===== src/hdl/host_port_pkg.sv =====
// Shared constants and types of the host parallel port
package host_port_pkg;

  // ****************************************************************
  // Widths and depths
  // ****************************************************************
  localparam int DATA_W = 8;
  localparam int SEL_W = 3;
  localparam int FIFO_DEPTH = 8;
  localparam int SYNC_STAGES = 2;
  localparam int COND_W = 8;

  // ****************************************************************
  // Register select codes
  // ****************************************************************
  localparam logic [SEL_W-1:0] SEL_INT = 3'h0;     // Read: condition status, write: mask
  localparam logic [SEL_W-1:0] SEL_STATUS = 3'h1;  // Read: port status, write: control
  localparam logic [SEL_W-1:0] SEL_DATA = 3'h7;    // Read: data in, write: command/data out

  // ****************************************************************
  // Field positions
  // ****************************************************************
  localparam int CTL_DMA_IN_BIT = 0;
  localparam int CTL_DMA_OUT_BIT = 1;
  localparam int STAT_FIFO_VALID_BIT = 0;
  localparam int STAT_FIFO_FULL_BIT = 1;
  localparam int STAT_CMD_OUT_FULL_BIT = 2;
  localparam int STAT_INT_BIT = 3;

  // ****************************************************************
  // Values after reset
  // ****************************************************************
  localparam logic [DATA_W-1:0] MASK_RESET = 8'h00;
  localparam logic [DATA_W-1:0] CTL_RESET = 8'h00;
  localparam logic [DATA_W-1:0] DATA_RESET = 8'h00;

  // Host access sequencer states
  typedef enum logic [2:0] {
    ACC_IDLE,
    ACC_READ,
    ACC_WRITE,
    ACC_DMA_READ,
    ACC_DMA_WRITE
  } acc_state_t;

endpackage : host_port_pkg


===== src/hdl/host_pins_if.sv =====
// Synchronised host pin levels passed from the synchroniser to the port logic
`timescale 1ns/1ns
`default_nettype none
interface host_pins_if;
  import host_port_pkg::*;
  logic chip_enable_n;
  logic read_direction_strobe;
  logic write_enable_n;
  logic dma_grant_n;
  logic [SEL_W-1:0] register_select;
  logic [DATA_W-1:0] data;

  modport src (
    output chip_enable_n, read_direction_strobe, write_enable_n, dma_grant_n,
    output register_select, data
  );
  modport dst (
    input chip_enable_n, read_direction_strobe, write_enable_n, dma_grant_n,
    input register_select, data
  );
endinterface : host_pins_if
`default_nettype wire


===== src/hdl/pin_sync.sv =====
// Two-stage synchroniser for all asynchronous host pins
`timescale 1ns/1ns
`default_nettype none
module pin_sync
  import host_port_pkg::*;
(
  input wire logic clk,
  input wire logic reset,
  input wire logic chip_enable_n,
  input wire logic read_direction_strobe,
  input wire logic write_enable_n,
  input wire logic dma_grant_n,
  input wire logic [host_port_pkg::SEL_W-1:0] register_select,
  input wire logic [host_port_pkg::DATA_W-1:0] data_in,
  host_pins_if.src pins
);
  localparam int W = 4 + SEL_W + DATA_W;

  logic [W-1:0] raw;
  logic [W-1:0] stage1_r;
  logic [W-1:0] stage2_r;

  // Idle levels: strobes and grant inactive
  localparam logic [W-1:0] IDLE = {4'hb, {(SEL_W + DATA_W){1'b0}}};

  assign raw = {chip_enable_n, read_direction_strobe, write_enable_n, dma_grant_n,
                register_select, data_in};

  // First stage feeds only the second stage
  always_ff @(posedge clk)
  begin
    if (reset)
    begin
      stage1_r <= IDLE;
      stage2_r <= IDLE;
    end
    else
    begin
      stage1_r <= raw;
      stage2_r <= stage1_r;
    end
  end

  assign pins.chip_enable_n = stage2_r[W-1];
  assign pins.read_direction_strobe = stage2_r[W-2];
  assign pins.write_enable_n = stage2_r[W-3];
  assign pins.dma_grant_n = stage2_r[W-4];
  assign pins.register_select = stage2_r[SEL_W+DATA_W-1:DATA_W];
  assign pins.data = stage2_r[DATA_W-1:0];
endmodule : pin_sync
`default_nettype wire


===== src/hdl/byte_fifo.sv =====
// Parameterised FIFO with valid/ready on both sides
`timescale 1ns/1ns
`default_nettype none
module byte_fifo #(
  parameter int WIDTH = 8,
  parameter int DEPTH = 8
) (
  input wire logic clk,
  input wire logic reset,
  input wire logic in_valid,
  output logic in_ready,
  input wire logic [WIDTH-1:0] in_data,
  output logic out_valid,
  input wire logic out_ready,
  output logic [WIDTH-1:0] out_data
);
  localparam int AW = $clog2(DEPTH);

  logic [WIDTH-1:0] mem [DEPTH];
  logic [AW-1:0] wr_ptr_r;
  logic [AW-1:0] rd_ptr_r;
  logic [AW:0] count_r;
  logic push;
  logic pop;

  // Honest full and empty from the occupancy count
  assign in_ready = (count_r != (AW+1)'(DEPTH));
  assign out_valid = (count_r != '0);
  assign out_data = mem[rd_ptr_r];
  assign push = in_valid && in_ready;
  assign pop = out_valid && out_ready;

  // Storage write
  always_ff @(posedge clk)
  begin
    if (push)
    begin
      mem[wr_ptr_r] <= in_data;
    end
  end

  // Pointers and count
  always_ff @(posedge clk)
  begin
    if (reset)
    begin
      wr_ptr_r <= '0;
      rd_ptr_r <= '0;
      count_r <= '0;
    end
    else
    begin
      if (push)
      begin
        wr_ptr_r <= (wr_ptr_r == AW'(DEPTH - 1)) ? '0 : wr_ptr_r + 1'b1;
      end
      if (pop)
      begin
        rd_ptr_r <= (rd_ptr_r == AW'(DEPTH - 1)) ? '0 : rd_ptr_r + 1'b1;
      end
      if (push && !pop)
      begin
        count_r <= count_r + 1'b1;
      end
      else if (pop && !push)
      begin
        count_r <= count_r - 1'b1;
      end
    end
  end
endmodule : byte_fifo
`default_nettype wire


===== src/hdl/host_port.sv =====
// Host parallel port: register access, DMA request/grant and open-drain interrupt
`timescale 1ns/1ns
`default_nettype none
module host_port
  import host_port_pkg::*;
#(
  parameter int FIFO_DEPTH_P = host_port_pkg::FIFO_DEPTH
) (
  input wire logic clk,
  input wire logic reset,
  input wire logic chip_enable_n,
  input wire logic read_direction_strobe,
  input wire logic write_enable_n,
  input wire logic dma_grant_n,
  input wire logic [host_port_pkg::SEL_W-1:0] register_select,
  input wire logic [host_port_pkg::DATA_W-1:0] data_in,
  output logic [host_port_pkg::DATA_W-1:0] data_out,
  output logic data_oe,
  output logic dma_request_n,
  output logic int_n_out,
  output logic int_n_oe,
  input wire logic [host_port_pkg::COND_W-1:0] int_cond,
  input wire logic rx_valid,
  output logic rx_ready,
  input wire logic [host_port_pkg::DATA_W-1:0] rx_data,
  output logic tx_valid,
  input wire logic tx_ready,
  output logic [host_port_pkg::DATA_W-1:0] tx_data
);
  import host_port_pkg::*;

  // ****************************************************************
  // Declarations
  // ****************************************************************
  host_pins_if pins ();

  acc_state_t state_r;
  logic [SEL_W-1:0] sel_r;
  logic [DATA_W-1:0] hold_r;
  logic [DATA_W-1:0] mask_r;
  logic [DATA_W-1:0] ctl_r;
  logic [DATA_W-1:0] cmd_out_r;
  logic cmd_out_full_r;
  logic [DATA_W-1:0] data_out_r;
  logic data_oe_r;
  logic dma_request_n_r;
  logic int_n_oe_r;

  logic ce_act;
  logic we_act;
  logic grant_act;
  logic host_read;
  logic host_write;
  logic dma_read;
  logic dma_write;
  logic strobe_held;
  logic finish;
  logic fifo_valid;
  logic fifo_ready;
  logic fifo_pop;
  logic [DATA_W-1:0] fifo_data;
  logic [DATA_W-1:0] read_mux;
  logic [DATA_W-1:0] status_word;
  logic int_pending;
  logic cmd_out_load;
  logic want_in;
  logic want_out;

  // ****************************************************************
  // Pin synchroniser and receive FIFO
  // ****************************************************************

  // All host pins pass two flip-flops before any decode
  pin_sync u_sync (
    .clk(clk),
    .reset(reset),
    .chip_enable_n(chip_enable_n),
    .read_direction_strobe(read_direction_strobe),
    .write_enable_n(write_enable_n),
    .dma_grant_n(dma_grant_n),
    .register_select(register_select),
    .data_in(data_in),
    .pins(pins)
  );

  // Bytes from the link side wait here until the host or DMA reads them
  byte_fifo #(
    .WIDTH(DATA_W),
    .DEPTH(FIFO_DEPTH_P)
  ) u_fifo (
    .clk(clk),
    .reset(reset),
    .in_valid(rx_valid),
    .in_ready(fifo_ready),
    .in_data(rx_data),
    .out_valid(fifo_valid),
    .out_ready(fifo_pop),
    .out_data(fifo_data)
  );

  // Back-pressure to the link side
  assign rx_ready = fifo_ready;

  // ****************************************************************
  // Strobe decode
  // ****************************************************************

  // Active levels of the synchronised pins
  assign ce_act = !pins.chip_enable_n;
  assign we_act = !pins.write_enable_n;
  assign grant_act = !pins.dma_grant_n;

  // Normal cycles need chip enable and no grant; reads also need a high read strobe
  assign host_read = ce_act && pins.read_direction_strobe && !we_act && !grant_act;
  assign host_write = ce_act && we_act && !grant_act;

  // DMA cycles: read strobe counts as a read while low
  assign dma_read = grant_act && !pins.read_direction_strobe && !we_act;
  assign dma_write = grant_act && we_act;

  // The strobe that opened the current access is still present
  always_comb
  begin
    strobe_held = 1'b0;
    unique case (state_r)
      ACC_IDLE: strobe_held = 1'b0;
      ACC_READ: strobe_held = host_read;
      ACC_WRITE: strobe_held = host_write;
      ACC_DMA_READ: strobe_held = dma_read;
      ACC_DMA_WRITE: strobe_held = dma_write;
    endcase
  end

  // Access ends in the first cycle its strobe is gone
  assign finish = (state_r != ACC_IDLE) && !strobe_held;

  // ****************************************************************
  // Access sequencer
  // ****************************************************************

  // Grant takes priority over a select-code access
  always_ff @(posedge clk)
  begin
    if (reset)
    begin
      state_r <= ACC_IDLE;
    end
    else if (state_r == ACC_IDLE)
    begin
      if (dma_write)
      begin
        state_r <= ACC_DMA_WRITE;
      end
      else if (dma_read)
      begin
        state_r <= ACC_DMA_READ;
      end
      else if (host_write)
      begin
        state_r <= ACC_WRITE;
      end
      else if (host_read)
      begin
        state_r <= ACC_READ;
      end
    end
    else if (finish)
    begin
      state_r <= ACC_IDLE;
    end
  end

  // Select code is taken at the start of an access
  always_ff @(posedge clk)
  begin
    if (reset)
    begin
      sel_r <= '0;
    end
    else if (state_r == ACC_IDLE)
    begin
      sel_r <= (dma_read || dma_write) ? SEL_DATA : pins.register_select;
    end
  end

  // Write data follows the bus while the write strobe is held
  always_ff @(posedge clk)
  begin
    if (reset)
    begin
      hold_r <= DATA_RESET;
    end
    else if (host_write || dma_write)
    begin
      hold_r <= pins.data;
    end
  end

  // ****************************************************************
  // Register writes
  // ****************************************************************

  // Mask and control commit when the write strobe is released
  always_ff @(posedge clk)
  begin
    if (reset)
    begin
      mask_r <= MASK_RESET;
      ctl_r <= CTL_RESET;
    end
    else if (finish && state_r == ACC_WRITE)
    begin
      if (sel_r == SEL_INT)
      begin
        mask_r <= hold_r;
      end
      if (sel_r == SEL_STATUS)
      begin
        ctl_r <= hold_r;
      end
    end
  end

  // Command/data-out load, from a normal write or a DMA write
  assign cmd_out_load = finish && ((state_r == ACC_WRITE && sel_r == SEL_DATA) ||
                                   state_r == ACC_DMA_WRITE);

  // Command/data-out byte and its full flag; a new load wins over a drain
  always_ff @(posedge clk)
  begin
    if (reset)
    begin
      cmd_out_r <= DATA_RESET;
      cmd_out_full_r <= 1'b0;
    end
    else if (cmd_out_load)
    begin
      cmd_out_r <= hold_r;
      cmd_out_full_r <= 1'b1;
    end
    else if (tx_ready && cmd_out_full_r)
    begin
      cmd_out_full_r <= 1'b0;
    end
  end

  assign tx_valid = cmd_out_full_r;
  assign tx_data = cmd_out_r;

  // ****************************************************************
  // Register reads
  // ****************************************************************

  // Port status word
  always_comb
  begin
    status_word = '0;
    status_word[STAT_FIFO_VALID_BIT] = fifo_valid;
    status_word[STAT_FIFO_FULL_BIT] = !fifo_ready;
    status_word[STAT_CMD_OUT_FULL_BIT] = cmd_out_full_r;
    status_word[STAT_INT_BIT] = int_pending;
  end

  // Read multiplexer; unmapped codes read as zero
  always_comb
  begin
    read_mux = '0;
    if (sel_r == SEL_INT)
    begin
      read_mux = int_cond;
    end
    else if (sel_r == SEL_STATUS)
    begin
      read_mux = status_word;
    end
    else if (sel_r == SEL_DATA)
    begin
      read_mux = fifo_valid ? fifo_data : '0;
    end
  end

  // Data-in byte leaves the FIFO when its read strobe ends
  assign fifo_pop = finish && fifo_valid && (state_r == ACC_DMA_READ ||
                    (state_r == ACC_READ && sel_r == SEL_DATA));

  // Host data bus drive, only while a read strobe is held
  always_ff @(posedge clk)
  begin
    if (reset)
    begin
      data_out_r <= DATA_RESET;
      data_oe_r <= 1'b0;
    end
    else if ((state_r == ACC_READ || state_r == ACC_DMA_READ) && strobe_held)
    begin
      data_out_r <= read_mux;
      data_oe_r <= 1'b1;
    end
    else
    begin
      data_out_r <= DATA_RESET;
      data_oe_r <= 1'b0;
    end
  end

  assign data_out = data_out_r;
  assign data_oe = data_oe_r;

  // ****************************************************************
  // DMA request
  // ****************************************************************

  // A byte waits to be read, or the output register has room
  assign want_in = ctl_r[CTL_DMA_IN_BIT] && fifo_valid;
  assign want_out = ctl_r[CTL_DMA_OUT_BIT] && !cmd_out_full_r;

  // Request drops while an access is in progress so one grant moves one byte
  always_ff @(posedge clk)
  begin
    if (reset)
    begin
      dma_request_n_r <= 1'b1;
    end
    else
    begin
      dma_request_n_r <= !((want_in || want_out) && state_r == ACC_IDLE && !grant_act);
    end
  end

  assign dma_request_n = dma_request_n_r;

  // ****************************************************************
  // Interrupt
  // ****************************************************************

  // Any unmasked condition
  assign int_pending = |(int_cond & mask_r);

  // Open drain: enable pulls the line low, release lets the pull-up win
  always_ff @(posedge clk)
  begin
    if (reset)
    begin
      int_n_oe_r <= 1'b0;
    end
    else
    begin
      int_n_oe_r <= int_pending;
    end
  end

  // Driven level is always low; high comes only from the pull-up
  assign int_n_out = 1'b0;
  assign int_n_oe = int_n_oe_r;

endmodule : host_port
`default_nettype wire


===== config.mk =====
export PLATFORM = sky130hd
export DESIGN_NAME = host_port
export DESIGN_NICKNAME = d
export VERILOG_FILES = /design/src/hdl/host_port_pkg.sv /design/src/hdl/host_pins_if.sv /design/src/hdl/pin_sync.sv /design/src/hdl/byte_fifo.sv /design/src/hdl/host_port.sv
export SDC_FILE = /design/constraint.sdc
export NUM_CORES = 1
export LEC_CHECK = 0
export BUFFER_PORTS_ARGS = -buffer_cell sky130_fd_sc_hd__buf_2
export CAP_MARGIN = 5
export CORE_ASPECT_RATIO = 0.75
export CORE_MARGIN = 2
export CORE_UTILIZATION = 50
export CTS_BUF_LIST = sky130_fd_sc_hd__clkbuf_4
export CTS_CLUSTER_SIZE = 40
export DETAILED_ROUTE_END_ITERATION = 12
export PLACE_DENSITY = 0.72
export SKIP_CTS_REPAIR_TIMING = 1
export SYNTH_ARGS = -nofsm -noshare
export SYNTH_HDL_FRONTEND = slang
export SYNTH_HIERARCHICAL = 1
export SYNTH_SLANG_ARGS = --single-unit

===== constraint.sdc =====
create_clock -name clk -period 2.5 [get_ports clk]
set_clock_uncertainty 0.1 [all_clocks]
set_input_delay 0.375 -clock clk [delete_from_list [all_inputs] [get_ports clk]]
set_output_delay 0.375 -clock clk [all_outputs]
set_load 0.02 [all_outputs]

==> results.sh <==
export IMPL_outcome="finished clean"
export IMPL_fmax_ghz=0.400
export IMPL_slowest_delay_ns=0.53
export IMPL_slew_viol_final=0
export IMPL_path_cells="or4_4 -> o2111a_1 -> nand2_2 -> ha_4 -> inv_2 -> ha_4 -> a21oi_2 -> a211oi_1 -> a31oi_1 -> mux2_2"
export IMPL_yosysMostFrequentCell="dfxtp_1"
export IMPL_antenna_found_initial=0
export IMPL_synth_top_cell_area_share_pct=33.2
export IMPL_routed_wl_um=10900
export IMPL_hold_ws_ns=0.0383
export IMPL_synth_nets=478
export IMPL_final_util_pct=62.3
export IMPL_criticalPathCategory="reg -> reg"
export IMPL_worst_slack_ns=0.000550
export IMPL_start_kind="register"
export IMPL_cts_made_buffers=17
export IMPL_hold_class="in -> reg"
export IMPL_final_cell_area_um2=6920
export IMPL_tritoncts="built"
export IMPL_avgRoutedWirePerCell_um=15.8
export IMPL_seq_power_share_pct=57.2
export IMPL_ff2ff_path_depth=10
export IMPL_postPlaceCellArea_um2=6320
export IMPL_end_kind="register"
export IMPL_pwr_density_cell_nw_per_um2=687
export IMPL_max_vdd_ir_drop_mv=0.499
export IMPL_switching_share_pct=24.8
export IMPL_tightest_slew_ns=0.636
export IMPL_worstPathArrival_ns=2.83
export IMPL_setup_violations_final=0
export IMPL_p_total_mw=4.75
export IMPL_dieArea_um2=12500
export IMPL_io_pins=57
export IMPL_ys_types=55
export IMPL_hold_path_cell_count=3
export IMPL_synth_edf_count=64
export IMPL_core_area_um2=11100
export IMPL_syn2layout_area_growth_pct=19.5
export IMPL_maxCapViolations=0
export IMPL_period_share_pct=100
export IMPL_cp_common_cell="ha_4"
export IMPL_grt_pass1_vias=3349
export IMPL_fin_tns_setup_ns=0
export IMPL_async_reset_ff_share_pct=0
export IMPL_seq_area_frac_synth_pct=63.3
export IMPL_fp_dieW_um=128
export IMPL_via_per_inst=5.27
export IMPL_finalCriticalPeriod_ns=2.50
export IMPL_grt_setup_unrepaired="true"
export IMPL_p_comb_share_pct=11.4
export IMPL_drive_above_1_share_pct=26.9
export IMPL_antenna_cells=0
export IMPL_synthTopCellsByCount="dfxtp_1 (87), edfxtp_1 (64), nand2_1 (30)"
export IMPL_synth_area_leader_cell="edfxtp_1"
export IMPL_dr_first_iter_drc_count=233
export IMPL_post_layout_nonfiller_instances=694
export IMPL_multi_input_area_um2=1990
export IMPL_remaining_drc_errors=0
export IMPL_path_buf_inv=1
export IMPL_power_switching_mw=1.18
export IMPL_clkSinkCount=151
export IMPL_cp_slowest_cell="or4_4"
export IMPL_path_depth=10
export IMPL_path_max_fanout=4
export IMPL_cp_required_ns=2.83
export IMPL_p_leak_nw=2.56
export IMPL_grt_usage_pct=17.7
export IMPL_crit_family="simple AND/OR/NAND/NOR gates"
export IMPL_reg2reg_slack_ns=0.0006
export IMPL_netlist_area_um2=5790
export IMPL_grt_max_degree=50
export IMPL_seq_area_um2=3680
export IMPL_hold_viol_final=0
export IMPL_internal_power_mw=3.57
export IMPL_route_vias_total=3656
export IMPL_place_gp_congestion=0.773
export IMPL_htreeDepth=4
export IMPL_row_count=33
export IMPL_fin_nets=584
export IMPL_dp_hpwl_um=7540
export IMPL_initial_core_util_pct=52.1
export IMPL_synth_warnings=6
export IMPL_grt_pass1_wl_um=16900
export IMPL_syn_inst=435
export IMPL_clockBufferDepth=2
export IMPL_io_buffers=55
export IMPL_dpl_worst_slack_ns=-0.0384
export IMPL_clk_pin_slew_ns=0.13
export IMPL_insertion_delay_ns=0.55
export IMPL_ys_seq_elements=151
export IMPL_clkPwrFrac_pct=31.4
export IMPL_ant_nets=0
export IMPL_maxSlewHeadroom_pct=57.6
export IMPL_die_h_um=97.2
export IMPL_drt_pass1_iterations=4
export IMPL_synth_avg_cell_area_um2=13.3
export IMPL_place_inst=633
export IMPL_root_buffer="clkbuf_4"
export IMPL_overflow=0
export IMPL_synth_ff_type="dfxtp_1"
export IMPL_n_fill_cell=880
export IMPL_synth_top_cells_by_area="edfxtp_1 (33%), dfxtp_1 (30%), mux4_1 (6.8%)"
[power by group through the flow]
stage          clock [mW]  sequential [mW]  combinational [mW]
2_1_floorplan           0             2.77               0.326
3_3_place_gp            0             2.77               0.473
3_5_place_dp            0             2.78               0.492
4_1_cts              1.53             2.72               0.495
5_1_grt              1.63             2.73               0.592
6_report             1.49             2.72               0.542
[routing by layer]
layer	GRT usage, %	wire (um)	vias up
met2	26.3	5190	86
met5	0	0	-
li1	-	-	1815
met4	6.09	113	0
met3	5.84	564	9
met1	24.4	5070	1746
[layout by cell type, fill, tap and decap left out, types with 3 or more instances in the layout]
cell type      instances
dfxtp_1               81
nand2_1               29
a22oi_1               11
nor4_1                 3
nand3b_1              11
clkinv_4               4
nand2b_1              11
nand4b_1               8
a21oi_1               21
or2_1                  6
dlygate4sd3_1         27
mux4_1                15
nor2b_1               29
buf_2                 55
nor3_1                 6
mux2_2                10
ha_1                   5
o21ai_0               21
clkbuf_4              19
nand3_1                5
buf_4                 27
inv_1                  7
a211oi_1               4
edfxtp_1              64
nor2_1                20
dfxtp_2                4
[tightest hold or removal path: cells and delay by family]
| kind | cells | cell delay, ns |
|---|---|---|
| AOI/OAI and AO/OA | 1 | 0.06 |
| buffers and inverters | 1 | 0.10 |
| and+or+nand+nor | 1 | 0.11 |
[cell type report]
type                    instances  share of cell area, %
well taps                     140                   2.53
flip-flops and latches        151                   53.1
clock inverters                13                   2.13
inverters                       9                  0.488
repair buffers                109                   10.8
clock buffers                  19                   2.06
multi-input cells             253                   28.8
[registers in the layout (all words and copies together), names as in the netlist, 2 cells and up, named ones only]
signal,flops
u_sync/stage2_r,15
state_r,3
u_fifo/rd_ptr_r,3
data_out,8
u_sync/stage1_r,15
sel_r,3
hold_r,8
mask_r,8
u_fifo/count_r,4
u_fifo/wr_ptr_r,3
tx_data,8
ctl_r,2
u_fifo/mem,64
[worst paths after layout]
path / startpoint / endpoint
worst max-delay path: u_fifo/count_r[3] / u_fifo/count_r[3]
worst min-delay path: int_cond[5] / data_out[5]
worst max register to register: u_fifo/count_r[3] / u_fifo/count_r[3]
worst min register to register: u_sync/stage1_r[14] / u_sync/stage2_r[14]
[cells by family after synthesis]
kind of cell             share of synthesized area [%]
flip-flops                                        63.3
AND/OR/NAND/NOR                                   15.4
AO/OA/AOI/OAI                                     6.68
buffers and inverters                             3.07
multiplexers                                      9.31
adder cells (fa/ha/maj)                           1.86
XOR/XNOR                                         0.303
other                                           0.0648
Note: power is estimated with default switching activity, not from simulation.
